[src/inc/mos_params.svh]
// holds the named offsets, field positions, reset values and timing figures
// assumes one 50 MHz core clock and a plain register port with 8-bit address
`ifndef MOS_PARAMS_SVH
`define MOS_PARAMS_SVH
// ----------------------------------------
// register offsets
// ----------------------------------------
`define MOS_A_CTRL 8'h00
`define MOS_A_LOW_LIM 8'h04
`define MOS_A_UP_LIM 8'h08
`define MOS_A_TORQ 8'h0C
`define MOS_A_MATCH 8'h10
`define MOS_A_INT_SPD 8'h14
`define MOS_A_DISP_NUM 8'h18
`define MOS_A_DISP_DEN 8'h1C
`define MOS_A_STATUS 8'h20
`define MOS_A_CMD_SPD 8'h24
`define MOS_A_DISP 8'h28
// ----------------------------------------
// control fields
// ----------------------------------------
`define MOS_F_SRC 2:0
`define MOS_F_POL 3
`define MOS_F_PCNT 6:4
`define MOS_F_MON 9:7
`define MOS_F_ANALOG 10
// ----------------------------------------
// reset values and limits
// ----------------------------------------
`define MOS_RST_CTRL 16'h0000
`define MOS_RST_LOW 16'h0000
`define MOS_RST_UP 16'h0FA0
`define MOS_RST_TORQ 8'h64
`define MOS_RST_MATCH 16'h0032
`define MOS_RST_ONE 16'h0001
`define MOS_ADC_FULL 10'h3FF
`define MOS_ADC_SHIFT 10
`define MOS_LOAD_FULL 8'h64
`define MOS_DISP_MAX 32'h0001869F
// ----------------------------------------
// timing
// ----------------------------------------
`define MOS_CLK_MHZ 50
`define MOS_TRIP_HOLD_MS 200
`define MOS_TRIP_HOLD_CYC (`MOS_TRIP_HOLD_MS * 1000 * `MOS_CLK_MHZ)
// rotor sensor edges per revolution, twice the largest pulse count
`define MOS_EDGES_PER_REV 48
`endif

[src/inc/mos_pkg.sv]
// holds the enumerated types of the output select and speed limit block
// assumes mos_params.svh supplies all numeric constants
package mos_pkg;
    // ----------------------------------------
    // status output sources
    // ----------------------------------------
    typedef enum logic [2:0] {
        MOS_SRC_TRIP,
        MOS_SRC_ARRIVE,
        MOS_SRC_RUN,
        MOS_SRC_FREE,
        MOS_SRC_CCW,
        MOS_SRC_CW,
        MOS_SRC_OVERLOAD,
        MOS_SRC_PULSE
    } mos_src_type;
    // ----------------------------------------
    // power-up monitor items
    // ----------------------------------------
    typedef enum logic [2:0] {
        MOS_MON_SPEED,
        MOS_MON_TORQUE,
        MOS_MON_AVG_LOAD,
        MOS_MON_SPD_CMD,
        MOS_MON_DC_VOLT
    } mos_mon_type;
endpackage : mos_pkg

[src/mos_top.sv]
// holds the status output select, speed limits, trip reset and display logic
// assumes all inputs are synchronous to core_clk and the register port
// never issues read and write strobes in the same cycle
//
// The address map and the plain strobed port were chosen for this implementation.
`timescale 1ns/1ps
`include "mos_params.svh"
module mos_top #(
    parameter int TRIP_HOLD_CYC = `MOS_TRIP_HOLD_CYC
) (
    input wire logic core_clk,
    input wire logic rst_n,
    input wire logic [7:0] reg_addr,
    input wire logic [15:0] reg_wdata,
    input wire logic reg_wr,
    input wire logic reg_rd,
    output logic [15:0] reg_rdata,
    input wire logic trip_active,
    input wire logic trip_reset_req,
    input wire logic [9:0] analog_code,
    input wire logic [15:0] measured_speed,
    input wire logic motor_running,
    input wire logic motor_free_run,
    input wire logic motor_ccw,
    input wire logic motor_cw,
    input wire logic dir_changing,
    input wire logic [7:0] load_pct,
    input wire logic [7:0] torque_pct,
    input wire logic [7:0] avg_load_pct,
    input wire logic [15:0] dc_bus_volt,
    input wire logic rotor_edge,
    output logic general_status_output,
    output logic trip_reset_accept,
    output logic [15:0] speed_command,
    output logic [7:0] torque_limit_pct,
    output logic [16:0] display_value,
    output mos_pkg::mos_mon_type display_item
);
    import mos_pkg::*;

    // ----------------------------------------
    // configuration registers
    // ----------------------------------------
    logic [15:0] ctrl_r; // source, polarity, pulse count, monitor
    logic [15:0] low_lim_r; // speed at zero volts
    logic [15:0] up_lim_r; // speed at five volts, clamp
    logic [7:0] torq_r; // torque limit percent
    logic [15:0] match_r; // arrival window
    logic [15:0] int_spd_r; // stored internal speed, unclamped
    logic [15:0] disp_num_r; // display numerator
    logic [15:0] disp_den_r; // display denominator
    logic [15:0] rdata_r; // read data, one cycle after strobe
    logic [15:0] rd_mux_w;

    // ----------------------------------------
    // write decode
    // ----------------------------------------
    wire wr_ctrl_w = reg_wr && (reg_addr == `MOS_A_CTRL);
    wire wr_low_w = reg_wr && (reg_addr == `MOS_A_LOW_LIM);
    wire wr_up_w = reg_wr && (reg_addr == `MOS_A_UP_LIM);
    wire wr_torq_w = reg_wr && (reg_addr == `MOS_A_TORQ);
    wire wr_match_w = reg_wr && (reg_addr == `MOS_A_MATCH);
    wire wr_int_w = reg_wr && (reg_addr == `MOS_A_INT_SPD);
    wire wr_num_w = reg_wr && (reg_addr == `MOS_A_DISP_NUM);
    wire wr_den_w = reg_wr && (reg_addr == `MOS_A_DISP_DEN);

    // ----------------------------------------
    // control fields
    // ----------------------------------------
    mos_src_type src_w; // selected status source
    mos_mon_type mon_w; // selected monitor item
    wire pol_w = ctrl_r[`MOS_F_POL]; // invert status output
    wire [2:0] pcnt_w = ctrl_r[`MOS_F_PCNT]; // pulses per rev code
    wire analog_sel_w = ctrl_r[`MOS_F_ANALOG]; // analogue_speed_source
    assign src_w = mos_src_type'(ctrl_r[`MOS_F_SRC]);

    // illegal monitor codes fall back to rotation speed
    always_comb begin
        unique case (ctrl_r[`MOS_F_MON])
            3'h1: mon_w = MOS_MON_TORQUE;
            3'h2: mon_w = MOS_MON_AVG_LOAD;
            3'h3: mon_w = MOS_MON_SPD_CMD;
            3'h4: mon_w = MOS_MON_DC_VOLT;
            default: mon_w = MOS_MON_SPEED;
        endcase
    end

    // ----------------------------------------
    // register writes
    // ----------------------------------------
    always_ff @(posedge core_clk or negedge rst_n) begin
        if (!rst_n) begin
            ctrl_r <= `MOS_RST_CTRL;
            low_lim_r <= `MOS_RST_LOW;
            up_lim_r <= `MOS_RST_UP;
            torq_r <= `MOS_RST_TORQ;
            match_r <= `MOS_RST_MATCH;
            int_spd_r <= `MOS_RST_LOW;
            disp_num_r <= `MOS_RST_ONE;
            disp_den_r <= `MOS_RST_ONE;
        end else begin
            if (wr_ctrl_w) ctrl_r <= reg_wdata;
            if (wr_low_w) low_lim_r <= reg_wdata;
            if (wr_up_w) up_lim_r <= reg_wdata;
            if (wr_torq_w) torq_r <= reg_wdata[7:0];
            if (wr_match_w) match_r <= reg_wdata;
            if (wr_int_w) int_spd_r <= reg_wdata;
            if (wr_num_w) disp_num_r <= reg_wdata;
            if (wr_den_w) disp_den_r <= reg_wdata;
        end
    end

    // percent passes straight on; the drive uses it only as a guide
    assign torque_limit_pct = torq_r;

    // ----------------------------------------
    // speed command
    // ----------------------------------------
    // clamp against up_lim_r applied on read so a later lowered upper limit still binds
    wire [15:0] int_clamp_w = (int_spd_r > up_lim_r) ? up_lim_r : int_spd_r;
    // span is zero when limits are crossed, then low limit wins
    wire [15:0] span_w = (up_lim_r > low_lim_r) ? up_lim_r - low_lim_r : 16'h0000;
    wire [25:0] prod_w = span_w * analog_code;
    wire [15:0] scaled_w = prod_w[25:`MOS_ADC_SHIFT];
    // full code hits the upper limit exactly, shift alone falls short
    wire [15:0] analog_spd_w = (analog_code == `MOS_ADC_FULL) ? low_lim_r + span_w
                               : low_lim_r + scaled_w;
    wire [15:0] cmd_nxt = analog_sel_w ? analog_spd_w : int_clamp_w;
    logic [15:0] cmd_r;

    // registered so arrival and display see a steady value
    always_ff @(posedge core_clk or negedge rst_n) begin
        if (!rst_n) begin
            cmd_r <= `MOS_RST_LOW;
        end else begin
            cmd_r <= cmd_nxt;
        end
    end
    assign speed_command = cmd_r;

    // ----------------------------------------
    // trip reset qualification
    // ----------------------------------------
    logic [23:0] hold_r; // cycles the reset request has been held
    logic done_r; // reset already issued for this press
    logic accept_r;
    wire hold_full_w = (hold_r >= 24'(TRIP_HOLD_CYC - 1));
    // request counts only while a trip stands
    wire qual_w = trip_reset_req && trip_active;

    // one pulse per press; a released request restarts the count
    always_ff @(posedge core_clk or negedge rst_n) begin
        if (!rst_n) begin
            hold_r <= 24'h000000;
            done_r <= 1'b0;
            accept_r <= 1'b0;
        end else if (!qual_w) begin
            hold_r <= 24'h000000;
            done_r <= 1'b0;
            accept_r <= 1'b0;
        end else begin
            hold_r <= hold_full_w ? hold_r : hold_r + 24'h000001;
            accept_r <= hold_full_w && !done_r;
            done_r <= done_r || hold_full_w;
        end
    end
    assign trip_reset_accept = accept_r;

    // ----------------------------------------
    // arrival detection
    // ----------------------------------------
    wire [15:0] err_w = (measured_speed > cmd_r) ? measured_speed - cmd_r
                        : cmd_r - measured_speed;
    wire arrive_w = (err_w < match_r) && !dir_changing;
    wire overload_w = (load_pct > `MOS_LOAD_FULL);

    // ----------------------------------------
    // speed pulse generator
    // ----------------------------------------
    logic pulse_w;
    mos_pulse_gen u_pulse (
        .core_clk(core_clk),
        .rst_n(rst_n),
        .rotor_edge(rotor_edge),
        .count_sel(pcnt_w),
        .pulse_out(pulse_w)
    );

    // ----------------------------------------
    // status source select
    // ----------------------------------------
    logic sel_w;
    always_comb begin
        unique case (src_w)
            MOS_SRC_TRIP: sel_w = trip_active;
            MOS_SRC_ARRIVE: sel_w = arrive_w;
            MOS_SRC_RUN: sel_w = motor_running;
            MOS_SRC_FREE: sel_w = motor_free_run;
            MOS_SRC_CCW: sel_w = motor_ccw;
            MOS_SRC_CW: sel_w = motor_cw;
            MOS_SRC_OVERLOAD: sel_w = overload_w;
            MOS_SRC_PULSE: sel_w = pulse_w;
        endcase
    end
    wire out_nxt = sel_w ^ pol_w;
    logic out_r;

    // one flop after the mux hides selection glitches from the pin
    always_ff @(posedge core_clk or negedge rst_n) begin
        if (!rst_n) begin
            out_r <= 1'b0;
        end else begin
            out_r <= out_nxt;
        end
    end
    assign general_status_output = out_r;

    // ----------------------------------------
    // display value
    // ----------------------------------------
    // speed items are scaled; a zero denominator shows the raw value
    wire is_spd_w = (mon_w == MOS_MON_SPEED) || (mon_w == MOS_MON_SPD_CMD);
    wire [15:0] spd_src_w = (mon_w == MOS_MON_SPD_CMD) ? cmd_r : measured_speed;
    wire [31:0] spd_mul_w = spd_src_w * disp_num_r;
    // a full divider is costly but runs at most once per cycle
    wire [31:0] spd_div_w = (disp_den_r == 16'h0000) ? {16'h0000, spd_src_w}
                            : spd_mul_w / {16'h0000, disp_den_r};
    logic [31:0] raw_w;
    always_comb begin
        unique case (mon_w)
            MOS_MON_TORQUE: raw_w = {24'h000000, torque_pct};
            MOS_MON_AVG_LOAD: raw_w = {24'h000000, avg_load_pct};
            MOS_MON_DC_VOLT: raw_w = {16'h0000, dc_bus_volt};
            default: raw_w = spd_div_w;
        endcase
    end
    // five digits at most, larger values pin to all nines
    wire [31:0] clip_w = (raw_w > `MOS_DISP_MAX) ? `MOS_DISP_MAX : raw_w;
    logic [16:0] disp_r;
    mos_mon_type item_r;

    // item follows the setting from reset so power-up shows it
    always_ff @(posedge core_clk or negedge rst_n) begin
        if (!rst_n) begin
            disp_r <= 17'h00000;
            item_r <= MOS_MON_SPEED;
        end else begin
            disp_r <= clip_w[16:0];
            item_r <= mon_w;
        end
    end
    assign display_value = disp_r;
    assign display_item = item_r;

    // ----------------------------------------
    // read path
    // ----------------------------------------
    wire [15:0] status_w = {8'h00, out_r, arrive_w, overload_w, motor_cw,
                            motor_ccw, motor_free_run, motor_running, trip_active};
    always_comb begin
        unique case (reg_addr)
            `MOS_A_CTRL: rd_mux_w = ctrl_r;
            `MOS_A_LOW_LIM: rd_mux_w = low_lim_r;
            `MOS_A_UP_LIM: rd_mux_w = up_lim_r;
            `MOS_A_TORQ: rd_mux_w = {8'h00, torq_r};
            `MOS_A_MATCH: rd_mux_w = match_r;
            `MOS_A_INT_SPD: rd_mux_w = int_clamp_w;
            `MOS_A_DISP_NUM: rd_mux_w = disp_num_r;
            `MOS_A_DISP_DEN: rd_mux_w = disp_den_r;
            `MOS_A_STATUS: rd_mux_w = status_w;
            `MOS_A_CMD_SPD: rd_mux_w = cmd_r;
            `MOS_A_DISP: rd_mux_w = disp_r[15:0];
            default: rd_mux_w = 16'h0000; // unmapped reads zero
        endcase
    end

    // data stands only in the cycle after the strobe
    always_ff @(posedge core_clk or negedge rst_n) begin
        if (!rst_n) begin
            rdata_r <= 16'h0000;
        end else begin
            rdata_r <= reg_rd ? rd_mux_w : 16'h0000;
        end
    end
    assign reg_rdata = rdata_r;

    // ----------------------------------------
    // checks
    // ----------------------------------------
    AST_TRIP_RESET_ONLY_TRIPPED: assert property (@(posedge core_clk) disable iff (!rst_n)
        trip_reset_accept |-> $past(trip_active) && $past(trip_reset_req))
        else $error("trip reset accepted without a trip");
    AST_TRIP_RESET_HELD: assert property (@(posedge core_clk) disable iff (!rst_n)
        $rose(trip_reset_accept) |-> $past(hold_r) == 24'(TRIP_HOLD_CYC - 1))
        else $error("trip reset accepted before hold time");
    AST_ZERO_VOLT_LOW: assert property (@(posedge core_clk) disable iff (!rst_n)
        (analog_sel_w && analog_code == 10'h000 && $stable(low_lim_r)) |=> speed_command == $past(low_lim_r))
        else $error("zero input must command lower limit");
    AST_FULL_VOLT_UP: assert property (@(posedge core_clk) disable iff (!rst_n)
        (analog_sel_w && analog_code == `MOS_ADC_FULL && up_lim_r >= low_lim_r
         && $stable(up_lim_r)) |=> speed_command == $past(up_lim_r))
        else $error("full input must command upper limit");
    AST_INT_CLAMP: assert property (@(posedge core_clk) disable iff (!rst_n)
        !analog_sel_w |=> speed_command <= $past(up_lim_r))
        else $error("internal speed above upper limit");
    AST_OUT_FOLLOWS_SRC: assert property (@(posedge core_clk) disable iff (!rst_n)
        $past(rst_n) |-> general_status_output == $past(out_nxt))
        else $error("status output not registered from source");
    AST_TRIP_SRC: assert property (@(posedge core_clk) disable iff (!rst_n)
        (src_w == MOS_SRC_TRIP && !pol_w && trip_active) |=> general_status_output)
        else $error("trip source not driven");
    AST_RUN_POL: assert property (@(posedge core_clk) disable iff (!rst_n)
        (src_w == MOS_SRC_RUN && pol_w) |=> general_status_output == !$past(motor_running))
        else $error("inverted run output wrong");
    AST_OVERLOAD_SRC: assert property (@(posedge core_clk) disable iff (!rst_n)
        (src_w == MOS_SRC_OVERLOAD && !pol_w) |=> general_status_output == ($past(load_pct) > `MOS_LOAD_FULL))
        else $error("overload output wrong");
    AST_ARRIVE_DIR: assert property (@(posedge core_clk) disable iff (!rst_n)
        (src_w == MOS_SRC_ARRIVE && !pol_w && dir_changing) |=> !general_status_output)
        else $error("arrival shown during direction change");
    COV_TRIP_RESET: cover property (@(posedge core_clk) disable iff (!rst_n)
        $rose(trip_reset_accept));
    COV_ARRIVE: cover property (@(posedge core_clk) disable iff (!rst_n)
        src_w == MOS_SRC_ARRIVE && arrive_w ##1 general_status_output);
    COV_CLAMPED: cover property (@(posedge core_clk) disable iff (!rst_n)
        int_spd_r > up_lim_r);
endmodule : mos_top

[src/mos_pulse_gen.sv]
// holds the speed pulse generator fed by rotor sensor edges
// assumes rotor_edge is a one-cycle pulse per sensor transition
`timescale 1ns/1ps
`include "mos_params.svh"
module mos_pulse_gen (
    input wire logic core_clk,
    input wire logic rst_n,
    input wire logic rotor_edge,
    input wire logic [2:0] count_sel,
    output logic pulse_out
);
    import mos_pkg::*;
    logic [4:0] div_w; // edges per output toggle
    logic [4:0] cnt_r; // edges seen since last toggle
    logic [4:0] cnt_nxt;
    logic pulse_r;
    logic hit_w;
    // ----------------------------------------
    // divider lookup: 48 edges, two toggles per pulse
    // ----------------------------------------
    always_comb begin
        unique case (count_sel)
            3'h0: div_w = 5'h18; // 1 per rev
            3'h1: div_w = 5'h0C; // 2 per rev
            3'h2: div_w = 5'h08; // 3 per rev
            3'h3: div_w = 5'h06; // 4 per rev
            3'h4: div_w = 5'h04; // 6 per rev
            3'h5: div_w = 5'h03; // 8 per rev
            3'h6: div_w = 5'h02; // 12 per rev
            3'h7: div_w = 5'h01; // 24 per rev
        endcase
    end
    // a change of count_sel mid-count lengthens or shortens only one half period
    assign hit_w = rotor_edge && (cnt_r >= div_w - 5'h01);
    assign cnt_nxt = hit_w ? 5'h00 : cnt_r + 5'h01;
    // ----------------------------------------
    // edge counter and toggle
    // ----------------------------------------
    always_ff @(posedge core_clk or negedge rst_n) begin
        if (!rst_n) begin
            cnt_r <= 5'h00;
            pulse_r <= 1'b0;
        end else if (rotor_edge) begin
            cnt_r <= cnt_nxt;
            pulse_r <= pulse_r ^ hit_w;
        end
    end
    assign pulse_out = pulse_r;
    // ----------------------------------------
    // checks
    // ----------------------------------------
    AST_PULSE_NEEDS_EDGE: assert property (@(posedge core_clk) disable iff (!rst_n)
        $changed(pulse_r) |-> $past(rotor_edge))
        else $error("pulse toggled without rotor edge");
    AST_PULSE_FULL_RATE: assert property (@(posedge core_clk) disable iff (!rst_n)
        (rotor_edge && count_sel == 3'h7) |=> $changed(pulse_r))
        else $error("24 per rev must toggle on every edge");
    COV_PULSE_TOGGLE: cover property (@(posedge core_clk) disable iff (!rst_n)
        $rose(pulse_r));
endmodule : mos_pulse_gen

[config.mk]
export PLATFORM = sky130hd
export DESIGN_NAME = mos_top
export DESIGN_NICKNAME = d
export VERILOG_FILES = /design/src/inc/mos_pkg.sv /design/src/mos_top.sv /design/src/mos_pulse_gen.sv
export VERILOG_INCLUDE_DIRS = /design/src /design/src/inc
export SDC_FILE = /design/constraint.sdc
export NUM_CORES = 2
export LEC_CHECK = 0
export BUFFER_PORTS_ARGS = -buffer_cell sky130_fd_sc_hd__buf_2
export CAP_MARGIN = 0
export CORE_ASPECT_RATIO = 1.75
export CORE_MARGIN = 2
export CORE_UTILIZATION = 63
export DETAILED_ROUTE_END_ITERATION = 6
export GPL_TIMING_DRIVEN = 0
export PLACE_DENSITY_LB_ADDON = 0.25
export SYNTH_ARGS = -nofsm -noshare
export SYNTH_HDL_FRONTEND = slang
export SYNTH_SLANG_ARGS = --single-unit
[constraint.sdc]
create_clock -name core_clk -period 148.2 [get_ports core_clk]
set_input_delay 14.82 -clock core_clk [delete_from_list [all_inputs] [get_ports core_clk]]
set_output_delay 14.82 -clock core_clk [all_outputs]
set_load 0.02 [all_outputs]
==> reports/qor.json <==
{
  "mappedNetlistArea": {"value": 49700, "unit": "sq um"},
  "io_pins": {"value": 164},
  "crit_fanout": {"value": 10},
  "row_count": {"value": 136},
  "synth_simple_gate_area_frac": {"value": 0.2103},
  "final_cells": {"value": 7473},
  "largest_register_ffs": {"value": 24},
  "post_route_fraction_of_the_period_consumed_by_the_critical_path": {"value": 0.9249},
  "max-slew-margin-rel": {"value": 0.009346},
  "yosys.cell_types.count": {"value": 134},
  "wl_per_cell": {"value": 23.61, "unit": "microns"},
  "ant_nets": {"value": 0},
  "critPathRequiredTime": {"value": 148.56, "unit": "ns"},
  "design.final.nets": {"value": 7489},
  "finalClockSkew": {"value": 0.01261, "unit": "ns"},
  "place.detailed.instances": {"value": 7434},
  "fraction_of_layout_instances_using_a_drive_strength_above_1": {"value": 0.08861},
  "dp_slack": {"value": 13.86, "unit": "ns"},
  "registers.top_by_ff_count": {"value": "hold_r"},
  "start_util": {"value": 0.6350},
  "cp_data_arrival_time": {"value": 137.43, "unit": "ns"},
  "asyncSetResetFlopFracSynth": {"value": 1.000},
  "setup.worst_path.end_class": {"value": "flop"},
  "cpLargestDelayFamily": {"value": "compound AO/OA/AOI/OAI gates"},
  "crit_buf_inv": {"value": 60},
  "outcome": {"value": "finished with violations"},
  "mappedNetlistNets": {"value": 7308},
  "design.die.area": {"value": 81240, "unit": "sq um"},
  "worst_slack": {"value": 11.14, "unit": "ns"},
  "die_width": {"value": 216.3, "unit": "microns"},
  "cts.sinks": {"value": 205},
  "nFillCells": {"value": 6947},
  "numCtsBuffers": {"value": 19},
  "hold-path-endpoint": {"value": "trip_reset_accept"},
  "worst_r2r_startpoint": {"value": "ctrl_r[7]"},
  "area.growth.synth_to_final": {"value": 5.541, "unit": "%"},
  "ctsRootBufferMaster": {"value": "clkbuf_16"},
  "timing.final.crit_period": {"value": 137.06, "unit": "ns"},
  "worstHoldPathCells": {"value": 1},
  "grt_util_all_layers": {"value": 0.4303},
  "synth_enable_flop_cells": {"value": 0},
  "overflow": {"value": 0},
  "min-delay-path-class": {"value": "flop to flop"},
  "main_combinational_cell_family_by_area_after_synthesis": {"value": "adder cells"},
  "worst_skew_pair.late_latency": {"value": 0.52, "unit": "ns"},
  "ys.warnings.count": {"value": 0},
  "gp_weighted_congestion": {"value": 1.070},
  "drt-vias-per-instance": {"value": 6.696},
  "seq_area_frac_synth": {"value": 0.1036},
  "antenna_violations_before_repair": {"value": 13},
  "setup_repair_after_global_routing_missed_its_margin": {"value": "false"},
  "synth.mux.area_fraction": {"value": 0.05833},
  "routed-via-count": {"value": 50040},
  "post_cts_resized": {"value": 0},
  "cts_htree_levels": {"value": 1},
  "tritoncts": {"value": "built"},
  "timing.hold.worst.start": {"value": "done_r"},
  "max_freq": {"value": 0.007296, "unit": "GHz"},
  "critical-path-slowest-cell": {"value": "a21oi_1"},
  "coreArea": {"value": 78280, "unit": "sq um"},
  "synth_compound_area_frac": {"value": 0.2283},
  "drt-initial-drc-count": {"value": 3806},
  "timing.final.setup_violations": {"value": 0},
  "post_synth_fa_ha_maj_area_fraction": {"value": 0.2900},
  "dp.final_hpwl": {"value": 144800, "unit": "microns"},
  "max-clock-path-buffers": {"value": 3},
  "synth_top_area_share": {"value": 0.1661},
  "reg2reg_slack": {"value": 23.17, "unit": "ns"},
  "port_buffer_cells": {"value": 156},
  "maximum_number_of_pins_on_one_net_before_global_route_repair": {"value": 118},
  "synth.largest_area_cell": {"value": "ha_1"},
  "synth_ff_type": {"value": "dfrtp_1"},
  "detailedRoute.firstPassIterationCount": {"value": 6},
  "cp_common_cell": {"value": "o21a_1"},
  "dieHeight": {"value": 375.6, "unit": "microns"},
  "synth_seq_cells": {"value": 205},
  "post-route-drc-count": {"value": 0},
  "hold_viol_final": {"value": 0},
  "crit_path_max_incr_delay": {"value": 0.96, "unit": "ns"},
  "crit_path_start_kind": {"value": "input port"},
  "synth_area_per_cell": {"value": 7.966, "unit": "sq um"},
  "vias_in_the_first_global_route": {"value": 51080},
  "yosys-top-cells-area": {"value": "ha_1 17%, fa_1 12%, dfrtp_1 9.6%, nand2_1 4.9%, mux2_2 4.5%"},
  "sequential_cell_area": {"value": 5147, "unit": "sq um"},
  "tightestPinTransition": {"value": 1.484, "unit": "ns"},
  "postCtsSetupRepairBufs": {"value": 0},
  "route.final.wire_length": {"value": 176400, "unit": "microns"},
  "cts_hold_buffers": {"value": 0},
  "clkSlewWorstSetupHoldPaths": {"value": 0.07, "unit": "ns"},
  "grt_first_pass_wirelength": {"value": 274200, "unit": "microns"},
  "rr_endpoint": {"value": "display_value[0]"},
  "drv_cap": {"value": 1},
  "timing_max_transition_violations_final": {"value": 0},
  "synth_cells": {"value": 6239},
  "worstRegToRegCells": {"value": 479},
  "crit_path_class": {"value": "input port to flop"},
  "multiInputGateArea": {"value": 41780, "unit": "sq um"},
  "yosys.area_share.xor_xnor": {"value": 0.05375},
  "failed_checks": {"value": "capacitance limit"},
  "tns": {"value": 0, "unit": "ns"}
}
## cells by family after synthesis
| family | Yosys count |
|---|---|
| AO/OA/AOI/OAI | 1652 |
| XOR/XNOR | 302 |
| adder cells (fa/ha/maj) | 968 |
| buffers and inverters | 728 |
| flip-flops | 205 |
| multiplexers | 261 |
| AND/OR/NAND/NOR | 2123 |
## Yosys cell counts (93+ instances only)
library cell  instances
o31ai_1             113
a21o_1              143
mux2_2              198
xor2_1              103
inv_1               508
a21oi_1             358
o21ai_0             249
and2_1              186
ha_1                660
dfrtp_1             191
nor3_1              225
o21a_1              206
nand2_1             655
fa_1                307
nor2b_1              93
xnor2_1             197
nor2_1              439
clkbuf_1            186
## cell type report
type	instances	area share
repair buffers	160	0.01603
flip-flops and latches	205	0.09813
multi-input cells	5306	0.7965
diodes	5	0.0002385
plain buffers	219	0.01646
well taps	1035	0.02469
clock inverters	10	0.001550
inverters	509	0.03642
clock buffers	24	0.009994
## metal layers
metal / global-route usage / wire [microns]
met4: 0.4185 / 20130
met2: 0.7543 / 85650
met5: 0 / 42
met1: 0.4212 / 57930
met3: 0.07597 / 12660
## how the worst max path moves through the flow
stage | start | endpoint | cells after the start
after floorplan | measured_speed[11] | display_value[0] | 483
after CTS | measured_speed[1] | display_value[0] | 475
final | measured_speed[1] | display_value[0] | 475
after global routing | measured_speed[1] | display_value[0] | 481
after global placement | measured_speed[1] | display_value[0] | 475
after detailed placement | measured_speed[1] | display_value[0] | 474
## stage by stage
step	instance area (sq um)	hold slack (ns)	utilization
after floorplan	49700	0.4122	-
after global placement	51780	0.4236	0.6615
after detailed placement	51840	0.4273	0.6623
after CTS	52440	0.4369	0.6700
after global routing	52450	0.4548	0.6700
final	52460	0.4326	0.6702
## worst register-to-register path: cells and delay by family, from the launching register on
family / cells / cell delay, ns
and+or+nand+nor: 109 / 23.02
muxes: 6 / 1.48
AOI/OAI and AO/OA: 263 / 63.29
adders and majority gates: 39 / 13.91
DFF: 1 / 0.63
buffers and inverters: 62 / 22.63
## cell usage in the layout (no fill, tap or decap), types with 29 or more instances in the layout
cell      instances
ha_1            660
nand2_1         655
inv_1           500
nor2_1          439
a21oi_1         358
fa_1            307
o21ai_0         246
nor3_1          225
o21a_1          206
mux2_2          198
xnor2_1         197
dfrtp_1         191
clkbuf_1        188
and2_1          186
buf_2           170
a21o_1          143
o31ai_1         113
xor2_1          103
nor2b_1          93
nand3_1          84
and3_1           82
nand4_1          74
nand2b_1         70
a22oi_1          64
mux2i_1          55
or2_2            51
o211ai_1         49
or3_1            47
a31oi_1          47
o21bai_1         44
a211oi_1         39
o21ai_1          29
Power is left out: the tool's default activity adds up to more than one toggle a clock period on the data nets, which glitch-free logic cannot reach.
